**src/pkg/chan_src_params.svh**
```systemverilog
/*
 * Constants for the channel source and pairing control block: register
 * selects, reset values, writable masks, field layout and mode codes.
 * Assumes it is included by bare name from the package and the design.
 */
`ifndef CHAN_SRC_PARAMS_SVH
`define CHAN_SRC_PARAMS_SVH

`define CSP_NUM_CH        10
`define CSP_REG_W         12

`define CSP_SEL_BANK_A    2'h0
`define CSP_SEL_BANK_B    2'h1
`define CSP_SEL_PAIRING   2'h2
`define CSP_SEL_DEV_SET   2'h3

`define CSP_RST_BANK_A    12'haaa
`define CSP_RST_BANK_B    12'h0aa
`define CSP_RST_PAIRING   12'h000
`define CSP_RST_DEV_SET   12'h007

`define CSP_MASK_BANK_A   12'hfff
`define CSP_MASK_BANK_B   12'h0ff
`define CSP_MASK_PAIRING  12'h0f7
`define CSP_MASK_DEV_SET  12'hfff

`define CSP_MODE_INPUT    2'h2
`define CSP_MODE_AND      2'h3

`define CSP_BANK_A_CH     6

`endif

```
**src/pkg/chan_src_pkg.sv**
```systemverilog
/*
 * Types for the channel source and pairing control block.
 * Assumes chan_src_params.svh is on the include path.
 */
`include "chan_src_params.svh"

package chan_src_pkg;

    typedef enum logic [1:0] {
        REG_BANK_A  = 2'h0,
        REG_BANK_B  = 2'h1,
        REG_PAIRING = 2'h2,
        REG_DEV_SET = 2'h3
    } reg_sel_t;

    typedef struct packed {
        logic [`CSP_REG_W-1:0]  bank_a;
        logic [`CSP_REG_W-1:0]  bank_b;
        logic [`CSP_REG_W-1:0]  pairing;
        logic [`CSP_REG_W-1:0]  dev_settings;
        logic [`CSP_NUM_CH-1:0] pin_s1;
        logic [`CSP_NUM_CH-1:0] pin_s2;
        logic [`CSP_NUM_CH-1:0] chan_on;
        logic [`CSP_NUM_CH-1:0] diag;
    } state_t;

endpackage : chan_src_pkg

```
**src/rtl/channel_source_and_pairing_ctrl.sv**
```systemverilog
/*
 * Source select and pairing configuration for ten low-side channels.
 * Decoded register writes arrive from the serial command front end on
 * clk_sys; input pins are asynchronous and synchronised here; serial on
 * bits and diagnosis detections come from logic on clk_sys.
 */
// Summary of operation
// - Select 0x: channel follows serial on bit
// - Select 10: channel follows its input pin
// - Select 11: on when serial bit and pin
// - All source selects reset to input mode
// - Bank A: channels 1-6, resets 0xaaa
// - Bank B: channels 7-10, upper zero
// - Paired: lower channel's source drives both
// - Pairing bits map adjacent channel pairs
// - No pairing across channel group boundaries
// - Pairing register resets to zero
// - Diagnosis fault stays on detecting channel
// - Device settings reset to 0x007
// - Serial on bit one means on
`timescale 1ns/1ns
`include "chan_src_params.svh"

module channel_source_and_pairing_ctrl (
    input  wire logic                   clk_sys,
    input  wire logic                   arst_n,
    input  wire logic                   clk_en,
    input  wire logic                   cmd_wr,
    input  wire logic [1:0]             cmd_sel,
    input  wire logic [`CSP_REG_W-1:0]  cmd_wdata,
    input  wire logic [`CSP_NUM_CH-1:0] serial_on_bit,
    input  wire logic [`CSP_NUM_CH-1:0] channel_input_pin,
    input  wire logic [`CSP_NUM_CH-1:0] diag_detect,
    output logic      [`CSP_NUM_CH-1:0] output_channel,
    output logic      [`CSP_NUM_CH-1:0] diag_fault,
    output logic      [`CSP_REG_W-1:0]  source_select_bank_a,
    output logic      [`CSP_REG_W-1:0]  source_select_bank_b,
    output logic      [`CSP_REG_W-1:0]  channel_pairing,
    output logic      [`CSP_REG_W-1:0]  device_settings
);

    chan_src_pkg::state_t state_q;
    chan_src_pkg::state_t state_d;

    // Flattened source selects, two bits per channel, channel 1 lowest.
    logic [2*`CSP_NUM_CH-1:0] channel_source_select;
    logic [`CSP_NUM_CH-1:0]   own_ctl;
    logic [`CSP_NUM_CH-1:0]   pair_into;
    logic [`CSP_NUM_CH-1:0]   eff_ctl;

    assign channel_source_select = {state_q.bank_b[7:0], state_q.bank_a};

    // Each channel's own command from its 2-bit source select.
    genvar gi;
    generate
        for (gi = 0; gi < `CSP_NUM_CH; gi++) begin : g_src
            logic [1:0] sel;
            assign sel = channel_source_select[2*gi +: 2];
            always_comb begin
                if (!sel[1]) begin
                    own_ctl[gi] = serial_on_bit[gi];
                end else if (sel == `CSP_MODE_INPUT) begin
                    own_ctl[gi] = state_q.pin_s2[gi];
                end else begin
                    own_ctl[gi] = serial_on_bit[gi] & state_q.pin_s2[gi];
                end
            end
        end
    endgenerate

    // A set bit makes channel i take channel i-1's control; channels 1, 5
    // and 7 open a group and can never be joined from below.
    assign pair_into = {state_q.pairing[7:5], 1'b0, state_q.pairing[4], 1'b0,
                        state_q.pairing[2:0], 1'b0};

    // Pairs resolve from channel 1 upward, so a run of set bits makes every
    // channel in the run follow the lowest channel of that run.
    always_comb begin
        eff_ctl[0] = own_ctl[0];
        for (int i = 1; i < `CSP_NUM_CH; i++) begin
            eff_ctl[i] = pair_into[i] ? eff_ctl[i-1] : own_ctl[i];
        end
    end

    // A low clock enable leaves state_d equal to state_q, which freezes the
    // pin chain, the outputs and the registers alike.
    always_comb begin
        state_d = state_q;
        if (clk_en) begin
            // Pins pass two flip-flops before any selector reads them.
            state_d.pin_s1  = channel_input_pin;
            state_d.pin_s2  = state_q.pin_s1;
            state_d.chan_on = eff_ctl;
            state_d.diag    = diag_detect;
            // Reserved bits are masked on entry, so they always read back as zero.
            if (cmd_wr) begin
                unique case (chan_src_pkg::reg_sel_t'(cmd_sel))
                    chan_src_pkg::REG_BANK_A:
                        state_d.bank_a = cmd_wdata & `CSP_MASK_BANK_A;
                    chan_src_pkg::REG_BANK_B:
                        state_d.bank_b = cmd_wdata & `CSP_MASK_BANK_B;
                    chan_src_pkg::REG_PAIRING:
                        state_d.pairing = cmd_wdata & `CSP_MASK_PAIRING;
                    chan_src_pkg::REG_DEV_SET:
                        state_d.dev_settings = cmd_wdata & `CSP_MASK_DEV_SET;
                endcase
            end
        end
    end

    always_ff @(posedge clk_sys or negedge arst_n) begin
        if (!arst_n) begin
            // Reset loads constants only; the sync chain and outputs clear.
            state_q              <= '0;
            state_q.bank_a       <= `CSP_RST_BANK_A;
            state_q.bank_b       <= `CSP_RST_BANK_B;
            state_q.pairing      <= `CSP_RST_PAIRING;
            state_q.dev_settings <= `CSP_RST_DEV_SET;
        end else begin
            state_q <= state_d;
        end
    end

    // Every output is a field of the registered state, never a gate.
    assign output_channel       = state_q.chan_on;
    assign diag_fault           = state_q.diag;
    assign source_select_bank_a = state_q.bank_a;
    assign source_select_bank_b = state_q.bank_b;
    assign channel_pairing      = state_q.pairing;
    assign device_settings      = state_q.dev_settings;
endmodule : channel_source_and_pairing_ctrl

```
**config.mk**
```make
export PLATFORM = sky130hd
export DESIGN_NAME = channel_source_and_pairing_ctrl
export DESIGN_NICKNAME = d
export VERILOG_FILES = /design/src/pkg/chan_src_pkg.sv /design/src/rtl/channel_source_and_pairing_ctrl.sv
export VERILOG_INCLUDE_DIRS = /design/src /design/src/pkg
export SDC_FILE = /design/constraint.sdc
export NUM_CORES = 1
export LEC_CHECK = 0
export BUFFER_PORTS_ARGS = -buffer_cell sky130_fd_sc_hd__buf_2
export CORE_MARGIN = 4
export CORE_UTILIZATION = 45
export CTS_CLUSTER_DIAMETER = 50
export CTS_CLUSTER_SIZE = 25
export DETAILED_ROUTE_END_ITERATION = 12
export PLACE_DENSITY = 0.74
export SYNTH_ARGS = -nofsm -noshare
export SYNTH_HDL_FRONTEND = slang
export SYNTH_SLANG_ARGS = --single-unit
```
**constraint.sdc**
```tcl
create_clock -name clk_sys -period 3.5 [get_ports clk_sys]
set_input_delay 0.7 -clock clk_sys [delete_from_list [all_inputs] [get_ports clk_sys]]
set_output_delay 0.7 -clock clk_sys [all_outputs]
set_load 0.05 [all_outputs]
```
Yosys cells after proc, flatten, opt, wreduce, memory -nomap -nowiden
Cells that the tools add are included.

operators by class
  magnitude comparators = 0
  muxes and demuxes = 27
  shifts and indexed selects = 0
  divide/modulo/power cells = 0
  bitwise operators = 10
  $add $sub $neg = 0
  $mul = 0
  eq/ne operators = 13
  reduce and logical (&&, ||, !) cells = 5

operators by type and width
  cell                                                                   number
  1-bit two-way mux                                                      27
  2-bit equality test, second input constant                             12
  3-bit AND reduction                                                    4
  1-bit bitwise AND                                                      10
  2-bit by 1-bit equality test with 1-bit output, second input constant  1
  2-bit zero test                                                        1

storage, ports and cells
  latch bits = 0
  bits in read-only memories = 0
  memory bits (writable) = 0
  output and inout bits = 68
  bits in registers = 79
  memories = 0
  word-level logic and storage cells = 63

Logic depth before layout (Yosys ltp)
  depth in word-level cells = 6
  gate-level depth with buffers = 5

Worst setup path after synthesis
Ideal clock, no wire load.

  path type = input to register
  from = input clk_en
  to = register state_q (netlist bit source_select_bank_a[4])
  setup time = 125 ps
  arrival time = 1497 ps
  path slack = 1878 ps
  buffers on the path = 1
  cell stages on the path = 4
  data required time = 3375 ps
  cell sequence = nand2_1 nor3_4 buf_6 mux2_4

between the ends
  cells in the longest elaborated chain, start to end = 1

RTL lines
  element                        line                                    RTL
  start, declared                channel_source_and_pairing_ctrl.sv:27   input wire logic clk_en,
  3-bit AND reduction (no line)  --
  end signal, assigned           channel_source_and_pairing_ctrl.sv:120  state_q <= state_d;
  end, declared                  channel_source_and_pairing_ctrl.sv:42   chan_src_pkg::state_t state_q;

No other way between the ends.
A chain may end at the register's enable or synchronous reset.

Final worst setup path
  from = input clk_en
  to = register state_q (netlist bit source_select_bank_b[6])

The elaborated chain is that of the path after synthesis.

==> results.md <==
* Status: completed
* Final Slew Violations at 0
* CP Capture Point: source_select_bank_b[6]
* Fmax at 500 MHz
* Final ANT Viol Nets at 0
* Post-cts gate resize count at 0
* MaxCap Viol Count at 0
* Via density per instance at 4.88
* Most frequent cells in the layout: 105 x buf_2, 66 x dfrtp_1, 59 x mux2_2
* Hold Crit Class: input pin to async pin
* H-tree depth at 3
* Share of cells above drive strength 1 at 55.7%
* Non-filler cells, final at 464
* CTS Buffer Depth at 2
* Placed cells at 448
* Finished Core Util at 50.6%
* Register area at 0.00199 sq mm
* # IOs at 116
* Synth warn at 0
* Final Cycle Share at 57.1%
* Yosys cell types at 30
* Die W at 99.3 um
* Clock slew at reported path FFs at 80 ps
* Place WS at 1130 ps
* Placed cell area at 0.00389 sq mm
* Worst vdd ir at 0.373 mV
* Met3 wire len at 563 um
* Post-synth EDFFs at 0
* FF-to-FF End: output_channel[3]
* Clk Latency, worst-skew pair at 340 ps
* Worst setup margin at 1500 ps
* Critical R2R Launch: source_select_bank_a[5]
* DR DRC count at 0
* Worst r2r path cells at 4
* Worst Setup SP: clk_en
* Postcts setup bufs at 0
* Via count at 2263
* CTS tree: done
* Synth-to-layout area growth at 10.1%
* Crit end category: flop
* Reg-to-reg slack, setup at 2150 ps
* Buffers added on ports at 106
* Hold buffers post-CTS at 0
* DIE HEIGHT at 99.3 um
* Path type of the worst setup path: input pin to flop
* Yosys reg bits at 79
* Async SR Flop Fraction at 100%
* Sequential area share after synthesis at 53.1%
* RePlAce Congestion at 0.769
* WL/cell at 16.0 um
* GR Overflow Total at 0
* Initial DRC count at 46
* Met2 WL post-DR at 3540 um
* PwrDens at 733 mW/mm^2
* Row Count at 33
* TritonCTS Sinks at 79
* Post-layout min period at 2000 ps
* Largest net degree at the start of global routing at 80
* Post-route cell area at 0.00414 sq mm
* CTS Root Buffer Type: clkbuf_8
* Met1 WL at 3240 um
* Startpoint Class: input pin
* Worst Tran Pin Value at 971 ps
* TritonRoute pass-1 iters at 4
* Critical Path RT at 3730 ps
* Most used flip-flop cell after synthesis: dfrtp_1
* Worst relative slew slack at 35.3%
* Hold Fails Final Rpt at 0
* LEAKAGE at 1.99 nW
* Post-DP HPWL at 5620 um
* Routed WL at 7440 um
* Initial antenna violation count at 0
* DR top layer: met4
* Initial core utilization at 45.9%
* Vias in the first global route at 2365
* Area of the mapped netlist at 0.00375 sq mm
* Global Route Usage Sum at 15.7%
* Diodes inserted at 0
* # nets final at 402
* Full die area at 0.00987 sq mm
* First-pass GRT wire length at 12100 um
* Mapped Cells at 304
* Core Area at 0.00818 sq mm
* Arrival time at the worst endpoint at 2230 ps
* Multi-input gate area at 0.00115 sq mm
* Final-report setup violation count at 0
* Worst Skew at 4.26 ps
* RSZ-0062 raised after global routing: false
* Crit-path max FO at 38
* Fillcell total at 763
* Setup TNS at 0 ps
* CTS buffer count at 9
* Most common cell after layout, fill and taps aside: buf_2
* Avg Cell Area, Syn at 12.4 sq um
[registers in the layout (all words and copies together) (netlist names)]
name and count:
device_settings 12, state_q 20, diag_fault 10, output_channel 10
source_select_bank_a 12, channel_pairing 7, source_select_bank_b 8
[how the worst min path moves through the flow]
stage / endpoint / slack (ps)
after global placement: state_q[23] / 470
after CTS: state_q[23] / 500
after floorplan: channel_pairing[0] / 400
final: diag_fault[7] / 470
after detailed placement: state_q[23] / 490
after global routing: state_q[20] / 530
[per-stage QoR]
| step | total power [mW] | hold WS, ps |
|---|---|---|
| finish | 3.03 | 475 |
| detailed placement | 2.24 | 487 |
| floorplan | 2.18 | 404 |
| CTS | 3.07 | 500 |
| global route | 3.17 | 528 |
| global placement | 2.22 | 467 |
[Yosys cell counts (2+ instances only)]
| library cell | instances | area [sq um] |
|---|---|---|
| or3_1 | 2 | 12.5 |
| dfstp_2 | 13 | 342 |
| mux2_2 | 59 | 664 |
| buf_6 | 2 | 22.5 |
| mux2_4 | 2 | 30.0 |
| buf_4 | 70 | 526 |
| o31ai_1 | 2 | 15.0 |
| o211ai_1 | 4 | 30.0 |
| nand2_1 | 10 | 37.5 |
| nand2b_1 | 2 | 12.5 |
| dfrtp_1 | 66 | 1650 |
| o311a_1 | 2 | 20.0 |
| inv_1 | 19 | 71.3 |
| a21oi_1 | 4 | 20.0 |
| o22ai_1 | 2 | 12.5 |
| nor2_1 | 4 | 15.0 |
| o221ai_1 | 2 | 17.5 |
| buf_2 | 3 | 15.0 |
| o21ai_0 | 13 | 65.1 |
| a21o_1 | 2 | 15.0 |
| a31oi_1 | 4 | 25.0 |
| nor2b_1 | 8 | 50.1 |
| a2bb2oi_1 | 2 | 17.5 |
[where the power goes]
group	switching [mW]	total, mW	internal, mW
clock	0.324	0.814	0.491
combinational	0.725	0.996	0.271
sequential	0.116	1.22	1.10
[logic make-up after synthesis]
family / after synthesis / share of synthesized area [%]
other cells: 1 / 0.0999
compound gates: 39 / 6.76
mux: 61 / 18.5
flops: 79 / 53.1
simple gates: 29 / 4.57
buf+inv: 95 / 17.0
[final cells by class]
class,instances,share of cell area [%]
Clock inverter,6,2.60
Multi-Input combinational cell,138,27.9
Tap cell,105,3.18
Inverter,19,1.72
Timing Repair Buffer,107,13.1
Clock buffer,10,3.33
Sequential cell,79,48.2
[critical path: stages]
cell and delay [ps]:
buf_2 360, buf_4 450, nand4b_2 330, mux2_2 370
[metal layers]
metal | up-vias | GRT usage [%]
li1 | 1054 | -
met1 | 1115 | 20.3
met2 | 84 | 24.9
met3 | 10 | 5.33
met4 | 0 | 5.04
met5 | - | 0
Power figures use the tool's default switching activity.
